$ cat config.mk
export PLATFORM = sky130hd
export DESIGN_NAME = pscc_slot_regs
export DESIGN_NICKNAME = d
export VERILOG_FILES = /design/src/hdl/pscc_pkg.sv /design/src/hdl/pscc_slot_regs.sv /design/src/hdl/pscc_pwr_msg.sv
export VERILOG_INCLUDE_DIRS = /design/src /design/src/hdl
export SDC_FILE = /design/constraint.sdc
export NUM_CORES = 1
export LEC_CHECK = 0
export BUFFER_PORTS_ARGS = -buffer_cell sky130_fd_sc_hd__buf_2
export CAP_MARGIN = 20
export CELL_PAD_IN_SITES_DETAIL_PLACEMENT = 1
export CELL_PAD_IN_SITES_GLOBAL_PLACEMENT = 2
export CORE_MARGIN = 5
export CORE_UTILIZATION = 35
export DETAILED_ROUTE_END_ITERATION = 6
export PLACE_DENSITY = 0.86
export RECOVER_POWER = 25
export SETUP_SLACK_MARGIN = 0.05
export SLEW_MARGIN = 20
export SYNTH_ARGS = -nofsm -noshare
export SYNTH_HDL_FRONTEND = slang
export SYNTH_SLANG_ARGS = --single-unit
$ cat constraint.sdc
create_clock -name mclk -period 5.49 [get_ports mclk]
set_clock_uncertainty 0.2 [all_clocks]
set_input_delay 0.2745 -clock mclk [delete_from_list [all_inputs] [get_ports mclk]]
set_output_delay 0.2745 -clock mclk [all_outputs]
set_load 0.03 [all_outputs]
$ cat src/hdl/pscc_defs.svh
// Purpose: offsets, field positions and reset values of the slot register bank
// Assumes: byte addressing on a 32-bit AXI4-Lite bus
// Notes: included by the design modules and the bench; the package does not include it
`ifndef PSCC_DEFS_SVH
`define PSCC_DEFS_SVH
// ****************************************
// register offsets
// ****************************************
`define PSCC_OFF_PORT_CAP 12'h050
`define PSCC_OFF_SLOT_CAP 12'h054
`define PSCC_OFF_SLOT_CTL 12'h058
`define PSCC_OFF_EVENT 12'h05C
// ****************************************
// slot capabilities fields
// ****************************************
`define PSCC_CAP_ATTN_LED 3
`define PSCC_CAP_PWR_LED 4
`define PSCC_CAP_HPC 6
`define PSCC_CAP_PLV_LO 7
`define PSCC_CAP_PLV_HI 14
`define PSCC_CAP_PLS_LO 15
`define PSCC_CAP_PLS_HI 16
`define PSCC_CAP_EIP 17
`define PSCC_CAP_NO_COMPLETION_SUPPORT 18
`define PSCC_CAP_PSN_LO 19
`define PSCC_CAP_PSN_HI 31
`define PSCC_CAP_LOW_MASK 32'h0000003F
// ****************************************
// slot control fields
// ****************************************
`define PSCC_CTL_BTN 0
`define PSCC_CTL_PF 1
`define PSCC_CTL_LATCH 2
`define PSCC_CTL_PRES 3
`define PSCC_CTL_CC 4
`define PSCC_CTL_HOTPLUG_IRQ_EN 5
`define PSCC_CTL_ATTN_LO 6
`define PSCC_CTL_ATTN_HI 7
`define PSCC_CTL_PLED_LO 8
`define PSCC_CTL_PLED_HI 9
`define PSCC_CTL_PWR 10
`define PSCC_ATTN_RESET 2'h3
`define PSCC_PLED_RESET 2'h1
`define PSCC_PWR_RESET 1'h0
`define PSCC_EVT_WIDTH 5
`define PSCC_EVT_CC 4
`define PSCC_PORT_SLOT_BIT 8
`endif

$ cat src/hdl/pscc_pkg.sv
// Purpose: shared types of the slot register bank
// Assumes: nothing beyond the defs header
// Notes: nothing is imported; use pscc_pkg::name
package pscc_pkg;
    typedef enum logic [1:0] {
        PSCC_LED_RSVD = 2'h0,
        PSCC_LED_ON = 2'h1,
        PSCC_LED_BLINK = 2'h2,
        PSCC_LED_OFF = 2'h3
    } pscc_led_type;
    typedef enum logic [1:0] {
        PSCC_SCALE_1 = 2'h0,
        PSCC_SCALE_P1 = 2'h1,
        PSCC_SCALE_P01 = 2'h2,
        PSCC_SCALE_P001 = 2'h3
    } pscc_scale_type;
    typedef enum logic [1:0] {
        PSCC_RD_IDLE = 2'h0,
        PSCC_RD_WAIT = 2'h1,
        PSCC_RD_RESP = 2'h2
    } pscc_rd_type;
endpackage : pscc_pkg

$ cat src/hdl/pscc_slot_regs.sv
// What this block does
// bit 6 reports hot-plug capable; lockable, resets zero
// slot-implemented clear makes every capability field read zero, ignore writes
// eight-bit writable power limit value in bits 14:7
// power limit message on capability write and on link up
// two-bit power scale in bits 16:15, decodes 1.0 down to 0.001
// lockable bit 17 reports interlock fitted, resets zero
// bit 18 hardwired zero; command completion always notified
// software programs slot number in bits 31:19, zero on board
// control fields read zero, unwritable without matching capability
// bit 0 enables button-pressed events
// bit 1 enables power fault events
// bit 2 enables latch sensor change events
// bit 3 enables presence change events
// bit 4 enables command-completed interrupt
// bit 5 is the master hot-plug interrupt enable
// attention led bits 7:6, reset 3, 1 on 2 blink 3 off
// indicator field reads zero without its present bit
// power led bits 9:8, reset 1, same encoding
// on upstream port power led writes drive nothing
// bit 10 slot power, 0 on 1 off, resets zero
// capability bit 4 says power indicator is present
// write-one-to-clear command-completed flag set on command finish
// interrupt only when flag, its enable and master enable are set
//
// Purpose: slot capability and slot control registers of one switch port
// Assumes: AXI4-Lite slave, one write and one read in flight
// Notes: event flags live in an extra word with write-one-to-clear bits
//
// Implementation choice: the AXI4-Lite interface to the registers.
`include "pscc_defs.svh"
module pscc_slot_regs (
    input wire logic mclk,
    input wire logic reset,
    input wire logic upstream_port,
    input wire logic dl_up,
    input wire logic [`PSCC_EVT_WIDTH-1:0] slot_event,
    input wire logic msg_ack,
    input wire logic [11:0] s_axi_awaddr,
    input wire logic s_axi_awvalid,
    output logic s_axi_awready,
    input wire logic [31:0] s_axi_wdata,
    input wire logic [3:0] s_axi_wstrb,
    input wire logic s_axi_wvalid,
    output logic s_axi_wready,
    output logic [1:0] s_axi_bresp,
    output logic s_axi_bvalid,
    input wire logic s_axi_bready,
    input wire logic [11:0] s_axi_araddr,
    input wire logic s_axi_arvalid,
    output logic s_axi_arready,
    output logic [31:0] s_axi_rdata,
    output logic [1:0] s_axi_rresp,
    output logic s_axi_rvalid,
    input wire logic s_axi_rready,
    output logic [1:0] attention_led,
    output logic [1:0] power_led,
    output logic slot_power_off,
    output logic hotplug_irq,
    output logic msg_req,
    output logic [7:0] msg_value,
    output logic [1:0] msg_scale
);
    // ****************************************
    // state
    // ****************************************
    logic [31:0] port_cap_q;
    logic [31:0] cap_q;
    logic [5:0] en_q;
    pscc_pkg::pscc_led_type attention_led_ctrl_q;
    pscc_pkg::pscc_led_type power_led_ctrl_q;
    logic slot_power_ctrl_q;
    logic [`PSCC_EVT_WIDTH-1:0] evt_q;
    logic [11:0] awaddr_q;
    logic [31:0] wdata_q;
    logic [3:0] wstrb_q;
    logic aw_have_q;
    logic w_have_q;
    logic [11:0] araddr_q;
    pscc_pkg::pscc_rd_type rd_q;
    logic slot_impl;
    logic [31:0] cap_rd;
    logic [15:0] ctl_rd;
    logic wr_go;
    logic wr_cap;
    logic wr_cap_q;
    logic wr_ctl;
    logic wr_evt;
    logic wr_port;
    logic [31:0] wmask;

    function automatic logic [31:0] strb_mask(input logic [3:0] s);
        strb_mask = {{8{s[3]}}, {8{s[2]}}, {8{s[1]}}, {8{s[0]}}};
    endfunction : strb_mask

    function automatic logic [31:0] merge(input logic [31:0] old_v, input logic [31:0] new_v,
        input logic [31:0] m);
        merge = (old_v & ~m) | (new_v & m);
    endfunction : merge

    function automatic logic [9:0] word_of(input logic [11:0] a);
        word_of = a[11:2];
    endfunction : word_of

    // ****************************************
    // AXI4-Lite write channel
    // ****************************************
    assign wr_go = aw_have_q && w_have_q && !s_axi_bvalid;
    assign wmask = strb_mask(wstrb_q);
    assign wr_cap = wr_go && word_of(awaddr_q) == word_of(`PSCC_OFF_SLOT_CAP);
    assign wr_ctl = wr_go && word_of(awaddr_q) == word_of(`PSCC_OFF_SLOT_CTL);
    assign wr_evt = wr_go && word_of(awaddr_q) == word_of(`PSCC_OFF_EVENT);
    assign wr_port = wr_go && word_of(awaddr_q) == word_of(`PSCC_OFF_PORT_CAP);

    always_ff @(posedge mclk or posedge reset) begin
        if (reset) begin
            aw_have_q <= 1'b0;
            w_have_q <= 1'b0;
            awaddr_q <= 12'h000;
            wdata_q <= 32'h00000000;
            wstrb_q <= 4'h0;
            s_axi_awready <= 1'b0;
            s_axi_wready <= 1'b0;
            s_axi_bvalid <= 1'b0;
            s_axi_bresp <= 2'h0;
        end else begin
            s_axi_awready <= !aw_have_q && !s_axi_awready;
            s_axi_wready <= !w_have_q && !s_axi_wready;
            if (s_axi_awvalid && s_axi_awready) begin
                aw_have_q <= 1'b1;
                awaddr_q <= s_axi_awaddr;
            end
            if (s_axi_wvalid && s_axi_wready) begin
                w_have_q <= 1'b1;
                wdata_q <= s_axi_wdata;
                wstrb_q <= s_axi_wstrb;
            end
            if (wr_go) begin
                s_axi_bvalid <= 1'b1;
                s_axi_bresp <= (wr_cap || wr_ctl || wr_evt || wr_port) ? 2'h0 : 2'h2;
            end else if (s_axi_bvalid && s_axi_bready) begin
                s_axi_bvalid <= 1'b0;
                aw_have_q <= 1'b0;
                w_have_q <= 1'b0;
            end
        end
    end

    // ****************************************
    // capability registers
    // ****************************************
    assign slot_impl = port_cap_q[`PSCC_PORT_SLOT_BIT];

    always_ff @(posedge mclk or posedge reset) begin
        if (reset) begin
            port_cap_q <= 32'h00000000;
        end else if (wr_port) begin
            port_cap_q <= merge(port_cap_q, wdata_q, wmask);
        end
    end

    always_ff @(posedge mclk or posedge reset) begin
        if (reset) begin
            cap_q <= 32'h00000000;
        end else if (wr_cap && slot_impl) begin
            cap_q <= merge(cap_q, wdata_q, wmask) & ~(32'h1 << `PSCC_CAP_NO_COMPLETION_SUPPORT);
        end
    end

    always_comb begin
        cap_rd = slot_impl ? cap_q : 32'h00000000;
        cap_rd[`PSCC_CAP_NO_COMPLETION_SUPPORT] = 1'b0;
    end

    // message goes out once the written value stands in the register
    always_ff @(posedge mclk or posedge reset) begin
        if (reset) begin
            wr_cap_q <= 1'b0;
        end else begin
            wr_cap_q <= wr_cap;
        end
    end

    pscc_pwr_msg u_pwr_msg (
        .mclk(mclk),
        .reset(reset),
        .cap_write(wr_cap_q),
        .dl_up(dl_up),
        .msg_ack(msg_ack),
        .value(cap_rd[`PSCC_CAP_PLV_HI:`PSCC_CAP_PLV_LO]),
        .scale(pscc_pkg::pscc_scale_type'(cap_rd[`PSCC_CAP_PLS_HI:`PSCC_CAP_PLS_LO])),
        .msg_req(msg_req),
        .msg_value(msg_value),
        .msg_scale(msg_scale)
    );

    // ****************************************
    // slot control
    // ****************************************
    always_ff @(posedge mclk or posedge reset) begin
        if (reset) begin
            en_q <= 6'h00;
            attention_led_ctrl_q <= pscc_pkg::pscc_led_type'(`PSCC_ATTN_RESET);
            power_led_ctrl_q <= pscc_pkg::pscc_led_type'(`PSCC_PLED_RESET);
            slot_power_ctrl_q <= `PSCC_PWR_RESET;
        end else if (wr_ctl && cap_rd[`PSCC_CAP_HPC]) begin
            if (wstrb_q[0]) begin
                en_q <= wdata_q[`PSCC_CTL_HOTPLUG_IRQ_EN:`PSCC_CTL_BTN];
                if (cap_rd[`PSCC_CAP_ATTN_LED]) begin
                    attention_led_ctrl_q <= pscc_pkg::pscc_led_type'(
                        wdata_q[`PSCC_CTL_ATTN_HI:`PSCC_CTL_ATTN_LO]);
                end
            end
            if (wstrb_q[1] && cap_rd[`PSCC_CAP_PWR_LED]) begin
                power_led_ctrl_q <= pscc_pkg::pscc_led_type'(
                    wdata_q[`PSCC_CTL_PLED_HI:`PSCC_CTL_PLED_LO]);
            end
            if (wstrb_q[1]) begin
                slot_power_ctrl_q <= wdata_q[`PSCC_CTL_PWR];
            end
        end
    end

    always_comb begin
        ctl_rd = 16'h0000;
        if (cap_rd[`PSCC_CAP_HPC]) begin
            ctl_rd[`PSCC_CTL_HOTPLUG_IRQ_EN:`PSCC_CTL_BTN] = en_q;
            ctl_rd[`PSCC_CTL_ATTN_HI:`PSCC_CTL_ATTN_LO] =
                cap_rd[`PSCC_CAP_ATTN_LED] ? attention_led_ctrl_q : 2'h0;
            ctl_rd[`PSCC_CTL_PLED_HI:`PSCC_CTL_PLED_LO] =
                cap_rd[`PSCC_CAP_PWR_LED] ? power_led_ctrl_q : 2'h0;
            ctl_rd[`PSCC_CTL_PWR] = slot_power_ctrl_q;
        end
    end

    // ****************************************
    // event flags, interrupt and led and power outputs
    // ****************************************
    always_ff @(posedge mclk or posedge reset) begin
        if (reset) begin
            evt_q <= '0;
        end else begin
            // set wins over a same-cycle clear
            evt_q <= (evt_q & ~(wr_evt && wstrb_q[0] ? wdata_q[`PSCC_EVT_WIDTH-1:0] : '0))
                | slot_event;
        end
    end

    always_ff @(posedge mclk or posedge reset) begin
        if (reset) begin
            hotplug_irq <= 1'b0;
            attention_led <= 2'h0;
            power_led <= 2'h0;
            slot_power_off <= 1'b0;
        end else begin
            hotplug_irq <= ctl_rd[`PSCC_CTL_HOTPLUG_IRQ_EN]
                && |(evt_q & ctl_rd[`PSCC_CTL_CC:`PSCC_CTL_BTN]);
            attention_led <= ctl_rd[`PSCC_CTL_ATTN_HI:`PSCC_CTL_ATTN_LO];
            power_led <= upstream_port ? 2'h0 : ctl_rd[`PSCC_CTL_PLED_HI:`PSCC_CTL_PLED_LO];
            slot_power_off <= ctl_rd[`PSCC_CTL_PWR];
        end
    end

    // ****************************************
    // AXI4-Lite read channel
    // ****************************************
    always_ff @(posedge mclk or posedge reset) begin
        if (reset) begin
            rd_q <= pscc_pkg::PSCC_RD_IDLE;
            araddr_q <= 12'h000;
            s_axi_arready <= 1'b0;
            s_axi_rvalid <= 1'b0;
            s_axi_rdata <= 32'h00000000;
            s_axi_rresp <= 2'h0;
        end else begin
            case (rd_q)
                pscc_pkg::PSCC_RD_IDLE: begin
                    s_axi_arready <= 1'b1;
                    if (s_axi_arvalid && s_axi_arready) begin
                        araddr_q <= s_axi_araddr;
                        s_axi_arready <= 1'b0;
                        rd_q <= pscc_pkg::PSCC_RD_WAIT;
                    end
                end
                pscc_pkg::PSCC_RD_WAIT: begin
                    s_axi_rvalid <= 1'b1;
                    s_axi_rresp <= 2'h0;
                    rd_q <= pscc_pkg::PSCC_RD_RESP;
                    case (word_of(araddr_q))
                        word_of(`PSCC_OFF_PORT_CAP): s_axi_rdata <= port_cap_q;
                        word_of(`PSCC_OFF_SLOT_CAP): s_axi_rdata <= cap_rd;
                        word_of(`PSCC_OFF_SLOT_CTL): s_axi_rdata <= {16'h0000, ctl_rd};
                        word_of(`PSCC_OFF_EVENT): s_axi_rdata <= {27'h0, evt_q};
                        default: begin
                            s_axi_rdata <= 32'h00000000;
                            s_axi_rresp <= 2'h2;
                        end
                    endcase
                end
                pscc_pkg::PSCC_RD_RESP: begin
                    if (s_axi_rready) begin
                        s_axi_rvalid <= 1'b0;
                        rd_q <= pscc_pkg::PSCC_RD_IDLE;
                    end
                end
                default: rd_q <= pscc_pkg::PSCC_RD_IDLE;
            endcase
        end
    end

    // ****************************************
    // checks
    // ****************************************
    a_cap_locked: assert property (@(posedge mclk) disable iff (reset)
        !slot_impl |-> cap_rd == 32'h0)
        else $error("capabilities visible without slot");
    a_no_completion_support_zero: assert property (@(posedge mclk) disable iff (reset)
        cap_rd[`PSCC_CAP_NO_COMPLETION_SUPPORT] == 1'b0)
        else $error("no-completion bit not zero");
    a_ctl_gated: assert property (@(posedge mclk) disable iff (reset)
        !cap_rd[`PSCC_CAP_HPC] |-> ctl_rd == 16'h0)
        else $error("control visible without hot-plug capability");
    a_led_hidden: assert property (@(posedge mclk) disable iff (reset)
        !cap_rd[`PSCC_CAP_ATTN_LED] |=> attention_led == 2'h0)
        else $error("attention led shown without present bit");
    a_up_pled: assert property (@(posedge mclk) disable iff (reset)
        upstream_port |=> power_led == 2'h0)
        else $error("power led driven on upstream port");
    a_irq_cause: assert property (@(posedge mclk) disable iff (reset)
        hotplug_irq |-> $past(ctl_rd[`PSCC_CTL_HOTPLUG_IRQ_EN]))
        else $error("interrupt without master enable");
    a_irq_raise: assert property (@(posedge mclk) disable iff (reset)
        (ctl_rd[`PSCC_CTL_HOTPLUG_IRQ_EN] && evt_q[`PSCC_EVT_CC] && ctl_rd[`PSCC_CTL_CC])
        |=> hotplug_irq)
        else $error("command done interrupt missing");
    a_cc_sticky: assert property (@(posedge mclk) disable iff (reset)
        slot_event[`PSCC_EVT_CC] |=> evt_q[`PSCC_EVT_CC])
        else $error("command completed flag lost");
    a_pwr_follow: assert property (@(posedge mclk) disable iff (reset)
        slot_power_off == $past(ctl_rd[`PSCC_CTL_PWR]))
        else $error("power output not following control");
    a_msg_new_value: assert property (@(posedge mclk) disable iff (reset)
        (wr_cap && slot_impl) |-> ##2 msg_req && msg_value == cap_rd[`PSCC_CAP_PLV_HI:`PSCC_CAP_PLV_LO])
        else $error("power limit message without the written value");
    c_irq: cover property (@(posedge mclk) disable iff (reset) $rose(hotplug_irq));
    c_cap_wr: cover property (@(posedge mclk) disable iff (reset) wr_cap && slot_impl);
    c_ctl_wr: cover property (@(posedge mclk) disable iff (reset) wr_ctl && cap_rd[`PSCC_CAP_HPC]);
endmodule : pscc_slot_regs

$ cat src/hdl/pscc_pwr_msg.sv
// Purpose: issues the slot power limit message request
// Assumes: write strobe is a one-cycle pulse
// Notes: request stays up until acknowledged
`include "pscc_defs.svh"
module pscc_pwr_msg (
    input wire logic mclk,
    input wire logic reset,
    input wire logic cap_write,
    input wire logic dl_up,
    input wire logic msg_ack,
    input wire logic [7:0] value,
    input wire pscc_pkg::pscc_scale_type scale,
    output logic msg_req,
    output logic [7:0] msg_value,
    output logic [1:0] msg_scale
);
    logic dl_up_q;
    logic trig;
    assign trig = cap_write | (dl_up & ~dl_up_q);
    always_ff @(posedge mclk or posedge reset) begin
        if (reset) begin
            dl_up_q <= 1'b0;
        end else begin
            dl_up_q <= dl_up;
        end
    end
    always_ff @(posedge mclk or posedge reset) begin
        if (reset) begin
            msg_req <= 1'b0;
            msg_value <= 8'h00;
            msg_scale <= 2'h0;
        end else if (trig) begin
            msg_req <= 1'b1;
            msg_value <= value;
            msg_scale <= scale;
        end else if (msg_ack) begin
            msg_req <= 1'b0;
        end
    end
    a_msg_on_write: assert property (@(posedge mclk) disable iff (reset)
        cap_write |=> msg_req && msg_value == $past(value))
        else $error("no power limit message after capability write");
    a_msg_on_dlup: assert property (@(posedge mclk) disable iff (reset)
        (dl_up && !dl_up_q) |=> msg_req)
        else $error("no power limit message on link up");
    c_link_up: cover property (@(posedge mclk) disable iff (reset) dl_up && !dl_up_q);
endmodule : pscc_pwr_msg

==> flow_summary.ini, run 1 <==
[placed_design]
gp_congestion = 0.758
port-buffer-count = 126
post_dp_cell_area_um2 = 8950
dpl.hpwl_um = 13400

[timing]
timing.slew.headroom_pct = -16.3
tns_ns = 0
max_freq_mhz = 304
final-max-slew-violation-count = 38
final.period_utilization_pct = 60.0
finalHoldViolCount = 0
grt_setup_unrepaired = false
fin_crit_ns = 3.29
tightestPinTransition_ns = 1.74
timing.final.setup_violations = 0

[global_routing]
number_of_global_route_vias_before_repair = 5862
gr-total-overflow = 0
grt_usage_pct = 16.1
grt.busiest_layer = met2
met2_resource_use_gr_pct = 27.6
grt_antenna_before_repair = 0
grt_pass1_wl_um = 32800
grtUsageMet1_pct = 21.0
use_met3_pct = 2.76
grt_max_degree = 70

[routing]
drc_errors = 0
final_ant_viol_nets = 0
routed_vias = 5365
finalWirelength_um = 20200
first_iter_violations = 286
vias_per_cell = 5.02
first_pass_iters = 4
wire_per_inst_um = 18.9

[setup_path]
worstPathMaxFanout = 37
critical-path-slowest-cell = sky130_fd_sc_hd__nand2b_1
critPathKind = reg2reg
worstSetupStartpointType = flop
arrival_ns = 3.46
cp_data_required_time_ns = 5.66
cp_cell_sequence = nand2b_1 -> nor3_4 -> and3_1 -> buf_4 -> a221o_2
setup.worst_path.end_class = flop
cp.buffers_inverters = 1
worst_path_largest_cell_delay_ns = 0.98
path_delay_family = simple AND/OR/NAND/NOR gates

[die]
floorplan.core_area_um2 = 22600
die-height_um = 162
die_width_um = 162
io_pins = 133
num_rows = 55
initial_utilization_pct = 35.5
die-area_um2 = 26100

[finish]
final_antenna_diode_count = 0
drive_gt1_share_pct = 34.0
layout.cells.most_common = sky130_fd_sc_hd__dfrtp_1
layout-area-overhead-vs-synth_pct = 26.2
final_net_count = 845
final_design_area_no_fill_um2 = 10200
filler_cell_count = 2347
layout.cells.most_common_list = sky130_fd_sc_hd__dfrtp_1 (194), sky130_fd_sc_hd__mux2_2 (125), sky130_fd_sc_hd__dlygate4sd3_1 (69)

[synth]
synth_enable_flop_cells = 0
synthDistinctLibCells = 54
synth.yosys.seq_area_share_pct = 61.3
synthDominantAreaCellType = sky130_fd_sc_hd__dfrtp_1
synth_top_flop_cell = sky130_fd_sc_hd__dfrtp_1
synth_top_area_share_pct = 60.4
yosys_register_bits = 197
netlist_instances = 574
postSynthAreaPerCell_um2 = 14.0
async_flop_share_pct = 100
synth.top_cells.by_area = sky130_fd_sc_hd__dfrtp_1 (60%), sky130_fd_sc_hd__mux2_2 (18%), sky130_fd_sc_hd__a221o_2 (2.4%)
synth-warning-count = 0
synthesis.area_um2 = 8040

[pwr]
power-per-cell-area_nw_per_um2 = 390
vdd_drop_max_uv = 191
p_leak_nw = 4.68

[clock_tree]
cts_root_buffer = sky130_fd_sc_hd__clkbuf_16
cts_buffers = 17
post_cts.repair.setup_buffers = 0
post_cts_resized = 0
clock_tree.htree_level_count = 4
clock_sinks = 197
cts_tree = built
clk_transition_reported_paths_ns = 0.07
clock_latency_ns = 0.43
cts_buffer_depth = 2

[run_status]
violations = capacitance limit, slew limit
run_status = finished, violations left

[run]
max_cap_viol_count = 1

[hold_path]
min-delay-path-class = in2reg
## stage by stage
step	setup WS (ns)	utilization, %	hold slack, ns	std cells	power, mW
global placement	2.73	39.6	0.159	967	2.65
floorplan	2.47	-	0.106	575	2.44
global route	1.93	44.8	0.249	1068	4.18
detailed placement	2.64	39.6	0.163	967	2.69
finish	2.20	44.8	0.225	1068	3.96
CTS	2.63	45.2	0.213	1068	4.02
## synth_stat cells, types with 4 or more instances
| cell | instances |
|---|---|
| sky130_fd_sc_hd__nor2_1 | 12 |
| sky130_fd_sc_hd__o21ai_0 | 15 |
| sky130_fd_sc_hd__nand2_1 | 49 |
| sky130_fd_sc_hd__mux2_1 | 5 |
| sky130_fd_sc_hd__o211ai_1 | 4 |
| sky130_fd_sc_hd__and3_1 | 7 |
| sky130_fd_sc_hd__inv_1 | 6 |
| sky130_fd_sc_hd__mux2_2 | 125 |
| sky130_fd_sc_hd__a221o_2 | 17 |
| sky130_fd_sc_hd__dfrtp_1 | 194 |
| sky130_fd_sc_hd__buf_2 | 4 |
| sky130_fd_sc_hd__nor3_4 | 5 |
| sky130_fd_sc_hd__and2_1 | 21 |
| sky130_fd_sc_hd__a21o_1 | 5 |
| sky130_fd_sc_hd__buf_1 | 4 |
| sky130_fd_sc_hd__clkbuf_1 | 13 |
| sky130_fd_sc_hd__nor2b_1 | 11 |
| sky130_fd_sc_hd__nand3_2 | 5 |
| sky130_fd_sc_hd__a21oi_1 | 9 |
| sky130_fd_sc_hd__a221o_1 | 6 |
## logic make-up (layout without fill, tap and decap cells)
kind of cell / Yosys count / count (layout) / share of synthesized area [%]
multiplexers: 130 / 130 / 18.2
other: 1 / 2 / 0.0466
AND/OR/NAND/NOR: 135 / 135 / 10.4
AO/OA/AOI/OAI: 79 / 79 / 7.95
buffers and inverters: 32 / 240 / 2.02
flip-flops: 197 / 197 / 61.3
## where the power goes
group	switching (mW)	internal (mW)
logic	0.375	0.356
clock network	0.584	0.690
registers	0.250	1.70
## cell type report
type	count	area [um^2]	share of cell area [%]
clock buffer	19	433	4.26
clock inverter	13	165	1.63
inverter	6	23.8	0.234
multi-input combinational	346	2950	29.0
sequential	197	4930	48.6
tap	285	357	3.51
timing repair buffer	202	1290	12.8
## path summary, 6_finish.rpt
check | start | to | slack [ns] | cells after the start
worst max-delay path | rd_q[1] | s_axi_rdata[21] | 2.20 | 5
worst min-delay path | s_axi_arvalid | rd_q[0] | 0.23 | 2
worst max register to register | rd_q[1] | s_axi_rdata[21] | 2.20 | 5
worst min register to register | s_axi_awready | s_axi_awready | 0.27 | 1
max in group asynchronous | reset | s_axi_rdata[28] | 3.29 | 4
min in group asynchronous | reset | wdata_q[1] | 0.39 | 3
## per-layer routing
metal  vias up  routed length [um]
met5         -                   0
met4         0                 240
met3        21                 651
met2       101               10300
met1      2772                8980
li1       2471                   -
## repair_timing
action                                 4_1_cts  5_1_grt
hold buffers                                69        0
endpoints found under the hold margin       92        0
setup endpoints to repair                    0        0
Power figures use the tool's default switching activity.
==> run 2, diff against run 1 <==
==> constraint.sdc (replaced) <==
create_clock -name mclk -period 3.03 [get_ports mclk]
set_clock_uncertainty 0.2 [all_clocks]
set_input_delay 0.1515 -clock mclk [delete_from_list [all_inputs] [get_ports mclk]]
set_output_delay 0.1515 -clock mclk [all_outputs]
set_load 0.03 [all_outputs]
==> flow_summary.ini, run 2 (synthesized netlist as in run 1, its figures left out) <==
[setup_path]
worstSetupStartpointType = flop
critPathKind = reg2reg
worstPathMaxFanout = 8
setup.worst_path.end_class = flop
arrival_ns = 2.55
cp_data_required_time_ns = 3.14

[clock_tree]
cts_root_buffer = sky130_fd_sc_hd__clkbuf_16
post_cts_resized = 0
post_cts.repair.setup_buffers = 0
clk_transition_reported_paths_ns = 0.07
cts_buffers = 17
cts_buffer_depth = 2
cts_tree = built
clock_latency_ns = 0.43
clock_sinks = 197
clock_tree.htree_level_count = 4

[routing]
first_iter_violations = 186
finalWirelength_um = 20300
final_ant_viol_nets = 0
vias_per_cell = 4.98
drc_errors = 0
wire_per_inst_um = 18.8
first_pass_iters = 4
routed_vias = 5372

[pwr]
power_switching_share_pct = 31.6
p_leak_nw = 4.74
post-layout-total-power_mw = 7.14
vdd_drop_max_uv = 384
power_frac_comb_pct = 19.0
power-per-cell-area_nw_per_um2 = 696
internal_power_mw = 4.88
power_frac_seq_pct = 49.4
clock_power_share_pct = 31.5
net-switching-power_mw = 2.26

[global_routing]
gr-total-overflow = 0
grt_antenna_before_repair = 1
number_of_global_route_vias_before_repair = 5894
grt_pass1_wl_um = 32900
grt_usage_pct = 16.1
grt_max_degree = 72

[finish]
layout-area-overhead-vs-synth_pct = 27.6
filler_cell_count = 2383
drive_gt1_share_pct = 35.5
layout.cells.most_common = sky130_fd_sc_hd__dfrtp_1
layout.cells.most_common_list = sky130_fd_sc_hd__dfrtp_1 (194), sky130_fd_sc_hd__mux2_2 (125), sky130_fd_sc_hd__dlygate4sd3_1 (69), sky130_fd_sc_hd__buf_2 (69), sky130_fd_sc_hd__clkbuf_1 (59)
final_net_count = 854

[timing]
finalHoldViolCount = 0
whs_ns = 0.0970
timing.slew.headroom_pct = -4.23
max_freq_mhz = 410
timing.final.setup_violations = 0
final.period_utilization_pct = 80.5
tightestPinTransition_ns = 1.55
final-max-slew-violation-count = 30
grt_setup_unrepaired = false
tns_ns = 0
fin_crit_ns = 2.44
layout_setup_ws_ns = 0.591

[run]
max_cap_viol_count = 1

[die]
io_pins = 133
num_rows = 55
die-height_um = 162
initial_utilization_pct = 35.5
die_width_um = 162
floorplan.core_area_um2 = 22600
die-area_um2 = 26100

[placed_design]
gp_congestion = 0.744
port-buffer-count = 126
dpl.hpwl_um = 13700
preCtsSetupSlack_ns = 0.579

[hold_path]
min-delay-path-class = in2reg

[run_status]
violations = capacitance limit, slew limit
run_status = finished, violations left
run 2: worst max-delay path: stages, from the launching register on:
cell and delay [ns]:
sky130_fd_sc_hd__dfrtp_1 0.41, sky130_fd_sc_hd__nor4b_2 0.44, sky130_fd_sc_hd__nand3_2 0.30, sky130_fd_sc_hd__nor3_4 0.57, sky130_fd_sc_hd__mux2_2 0.41
run 2: timing repair:
item | 4_1_cts | 5_1_grt
setup endpoints to repair | 0 | 0
hold endpoints to repair | 96 | 0
hold buffers | 69 | 0
run 2: area by class of cell:
cell class,instances,area (um^2),area share [%]
Tap cell,285,357,3.47
Antenna cell,1,2.50,0.0244
Timing Repair Buffer,211,1390,13.5
Multi-Input combinational cell,346,2960,28.8
Clock buffer,17,425,4.15
Sequential cell,197,4930,48.1
Clock inverter,15,178,1.73
Inverter,6,23.8,0.232
run 2: per-stage QoR:
step / instance area, um^2 / utilization [%] / cells
final: 10300 / 45.3 / 1078
after global placement: 9050 / 40.0 / 976
after floorplan: 8050 / - / 575
after CTS: 10300 / 45.7 / 1077
after global routing: 10300 / 45.3 / 1078
after detailed placement: 9050 / 40.0 / 976
run 2: path summary, 6_finish.rpt:
check / start / end / cells after the start / slack [ns]
worst max register to register: awaddr_q[7] / flop / 4 / 0.59
min in group asynchronous: reset / async pin / 3 / 0.42
worst min-delay path: s_axi_arvalid / rd_q[0] / 2 / 0.1
worst max-delay path: awaddr_q[7] / flop / 4 / 0.59
max in group asynchronous: reset / async pin / 5 / 1.09
worst min register to register: s_axi_awready / s_axi_awready / 1 / 0.27
run 2: routing by layer:
| metal | global-route usage [%] | wire length [um] | up-vias |
|---|---|---|---|
| met1 | 21.5 | 9220 | 2768 |
| met2 | 26.6 | 10000 | 96 |
| li1 | - | - | 2489 |
| met5 | 0 | 0 | - |
| met3 | 2.91 | 722 | 19 |
| met4 | 5.04 | 285 | 0 |
run 2: power groups by stage:
| stage | clock network, mW | logic, mW | registers [mW] |
|---|---|---|---|
| after floorplan | 0 | 0.935 | 3.48 |
| after global placement | 0 | 1.27 | 3.56 |
| after detailed placement | 0 | 1.31 | 3.59 |
| after CTS | 2.35 | 1.39 | 3.53 |
| after global routing | 2.45 | 1.48 | 3.61 |
| final | 2.25 | 1.36 | 3.53 |
==> run 3, diff against run 2 <==
--- a/config.mk
+++ b/config.mk
@@ -6,14 +6,15 @@
 export SDC_FILE = /design/constraint.sdc
 export NUM_CORES = 1
 export LEC_CHECK = 0
+export ABC_AREA = 1
 export BUFFER_PORTS_ARGS = -buffer_cell sky130_fd_sc_hd__buf_2
 export CAP_MARGIN = 20
 export CELL_PAD_IN_SITES_DETAIL_PLACEMENT = 1
 export CELL_PAD_IN_SITES_GLOBAL_PLACEMENT = 2
 export CORE_MARGIN = 5
-export CORE_UTILIZATION = 35
+export CORE_UTILIZATION = 34
 export DETAILED_ROUTE_END_ITERATION = 6
-export PLACE_DENSITY = 0.86
+export PLACE_DENSITY = 0.9
 export RECOVER_POWER = 25
 export SETUP_SLACK_MARGIN = 0.05
 export SLEW_MARGIN = 20
==> constraint.sdc (replaced) <==
create_clock -name mclk -period 2.55 [get_ports mclk]
set_clock_uncertainty 0.2 [all_clocks]
set_input_delay 0.1275 -clock mclk [delete_from_list [all_inputs] [get_ports mclk]]
set_output_delay 0.1275 -clock mclk [all_outputs]
set_load 0.03 [all_outputs]
==> flow_summary.ini, run 3 <==
[synth]
netlist_instances = 1003
synth_enable_flop_cells = 0
yosys_register_bits = 197
synth_top_flop_cell = sky130_fd_sc_hd__dfrtp_1
synthDominantAreaCellType = sky130_fd_sc_hd__dfrtp_1
synthesis.area_um2 = 8600
synth_most_common_cell = sky130_fd_sc_hd__nand2_1
synthAdderAreaFrac_pct = 0
largest_family_of_logic_cells_by_synthesized_area = simple AND/OR/NAND/NOR gates
synthXorXnorAreaFrac_pct = 0
synth.yosys.seq_area_share_pct = 57.4
synth_top_cells_by_count = sky130_fd_sc_hd__nand2_1 (450), sky130_fd_sc_hd__dfrtp_1 (194), sky130_fd_sc_hd__nand4_1 (66), sky130_fd_sc_hd__o21ai_0 (65), sky130_fd_sc_hd__inv_1 (52)
synth_simple_gate_area_share_pct = 30.1
synth.top_cells.by_area = sky130_fd_sc_hd__dfrtp_1 (56%), sky130_fd_sc_hd__nand2_1 (20%), sky130_fd_sc_hd__nand4_1 (4.8%)
synth_compound_area_share_pct = 7.11
async_flop_share_pct = 100
synthDistinctLibCells = 36
fraction_of_synthesized_area_in_multiplexers_pct = 0
postSynthAreaPerCell_um2 = 8.58
synth-warning-count = 0
synth_top_area_share_pct = 56.4

[clock_tree]
cts_buffers = 17
cts_tree = built
clock_sinks = 197
cts_buffer_depth = 2
cts_root_buffer = sky130_fd_sc_hd__clkbuf_16
clock_tree.htree_level_count = 4
clock_latency_ns = 0.43
post_cts.repair.setup_buffers = 0
clk_transition_reported_paths_ns = 0.08

[routing]
drc_errors = 0
first_iter_violations = 364
final_ant_viol_nets = 0
wire_per_inst_um = 15.8
routed_vias = 7311
finalWirelength_um = 24500
first_pass_iters = 4
vias_per_cell = 4.72

[setup_path]
cp.buffers_inverters = 2
critPathKind = reg2reg
regToRegSetupSlack_ns = 0.29
cp_cell_sequence = nor2_1 -> nand3_1 -> inv_1 -> nand2_1 -> nand2_1 -> dlygate4sd3_1
worst_r2r_startpoint = rd_q[1]
crit-reg2reg-capture = araddr_q[8]
worst-path-stages = 6
arrival_ns = 2.44
worst_path_largest_cell_delay_ns = 0.54
worstPathMaxFanout = 17
cp-startpoint = rd_q[1]
reg2reg_depth = 6
worstSetupStartpointType = flop
cp_data_required_time_ns = 2.72
critPathMostFrequentCell = sky130_fd_sc_hd__nand2_1
path_delay_family = buffers and inverters
setup.worst_path.end_class = flop
critical-path-slowest-cell = sky130_fd_sc_hd__dlygate4sd3_1
timing.critical_path.to = araddr_q[8]

[pwr]
vdd_drop_max_uv = 429
post-layout-total-power_mw = 9.07
power-per-cell-area_nw_per_um2 = 825
p_leak_nw = 5.71

[global_routing]
grt_antenna_before_repair = 1
number_of_global_route_vias_before_repair = 7643
grt_max_degree = 58
grt_usage_pct = 17.6
gr-total-overflow = 0
grt_pass1_wl_um = 40400

[hold_path]
min-delay-path-class = in2reg

[timing]
tightestPinTransition_ns = 1.04
timing.final.setup_violations = 0
finalHoldViolCount = 0
grt_setup_unrepaired = false
fin_crit_ns = 2.26
max_freq_mhz = 442
whs_ns = 0.0632
final-max-slew-violation-count = 0
timing.slew.headroom_pct = 30.1
tns_ns = 0
final.period_utilization_pct = 88.7

[finish]
final_design_area_no_fill_um2 = 11000
drive_gt1_share_pct = 17.7
final_net_count = 1279
layout.cells.most_common_list = sky130_fd_sc_hd__nand2_1 (450), sky130_fd_sc_hd__dfrtp_1 (193), sky130_fd_sc_hd__buf_2 (123)
layout-area-overhead-vs-synth_pct = 27.8
layout.cells.most_common = sky130_fd_sc_hd__nand2_1

[die]
die_width_um = 169
io_pins = 133
die-height_um = 169
die-area_um2 = 28600
floorplan.core_area_um2 = 25000
num_rows = 58
initial_utilization_pct = 34.4

[placed_design]
dpl.hpwl_um = 16700
post_dp_cell_area_um2 = 9610
port-buffer-count = 126
gp_congestion = 0.776

[run_status]
run_status = complete, no violations

[run]
max_cap_viol_count = 0
run 3: worst register-to-register path, stage by stage (launching register included):
cell                            delay (ns)
sky130_fd_sc_hd__dfrtp_1              0.41
sky130_fd_sc_hd__nor2_1               0.16
sky130_fd_sc_hd__nand3_1              0.24
sky130_fd_sc_hd__inv_1                0.42
sky130_fd_sc_hd__nand2_1              0.13
sky130_fd_sc_hd__nand2_1              0.09
sky130_fd_sc_hd__dlygate4sd3_1        0.54
run 3: what timing repair did:
action	CTS	global route
setup endpoints to repair	0	14
gates resized for setup	0	1
endpoints found under the hold margin	94	0
hold buffers	78	0
run 3: worst min-delay path by stage:
stage / end / cells after the start / startpoint / slack, ns
3_3_place_gp: awaddr_q[5] / 2 / reset / 0.03
2_1_floorplan: u_pwr_msg.dl_up_q / 0 / dl_up / -0.04
5_1_grt: wdata_q[18] / 5 / s_axi_wvalid / 0.11
6_report: wdata_q[29] / 5 / s_axi_wvalid / 0.06
3_5_place_dp: awaddr_q[2] / 2 / reset / 0.05
4_1_cts: wdata_q[28] / 5 / s_axi_wvalid / 0.05
run 3: kinds of logic (layout without fill, tap and decap cells):
logic type | Yosys count | after routing
buffers and inverters | 103 | 316
AO/OA/AOI/OAI | 113 | 113
other | 1 | 3
flip-flops | 197 | 197
AND/OR/NAND/NOR | 589 | 589
run 3: per-stage QoR:
stage	util (%)	std cells	setup slack, ns
floorplan	-	1004	-0.321
global placement	38.4	1437	0.307
detailed placement	38.4	1437	0.218
CTS	44.1	1547	0.199
global route	43.9	1548	0.103
finish	43.9	1548	0.289
run 3: layout make-up:
type | count | area [um^2]
fillers | 3004 | 14000
flip-flops and latches | 197 | 4930
inverters | 58 | 223
clock inverters | 11 | 173
clock buffers | 21 | 470
multi-input cells | 704 | 3200
diodes | 1 | 2.50
repair buffers | 226 | 1570
well taps | 330 | 413
run 3: routing by layer:
metal	vias up	global-route usage [%]	wire length, um
li1	3637	-	-
met1	3527	24.7	11600
met2	131	28.6	11500
met3	16	2.71	1020
met4	0	4.90	276
met5	-	0	0
run 3: power by group:
group | internal (mW) | total, mW | switching, mW | leakage, nW
Combinational | 0.650 | 2.00 | 1.35 | 2.80
Sequential | 3.64 | 4.13 | 0.488 | 2.59
Clock | 1.73 | 2.94 | 1.21 | 0.314
Total | 6.02 | 9.07 | 3.05 | 5.71
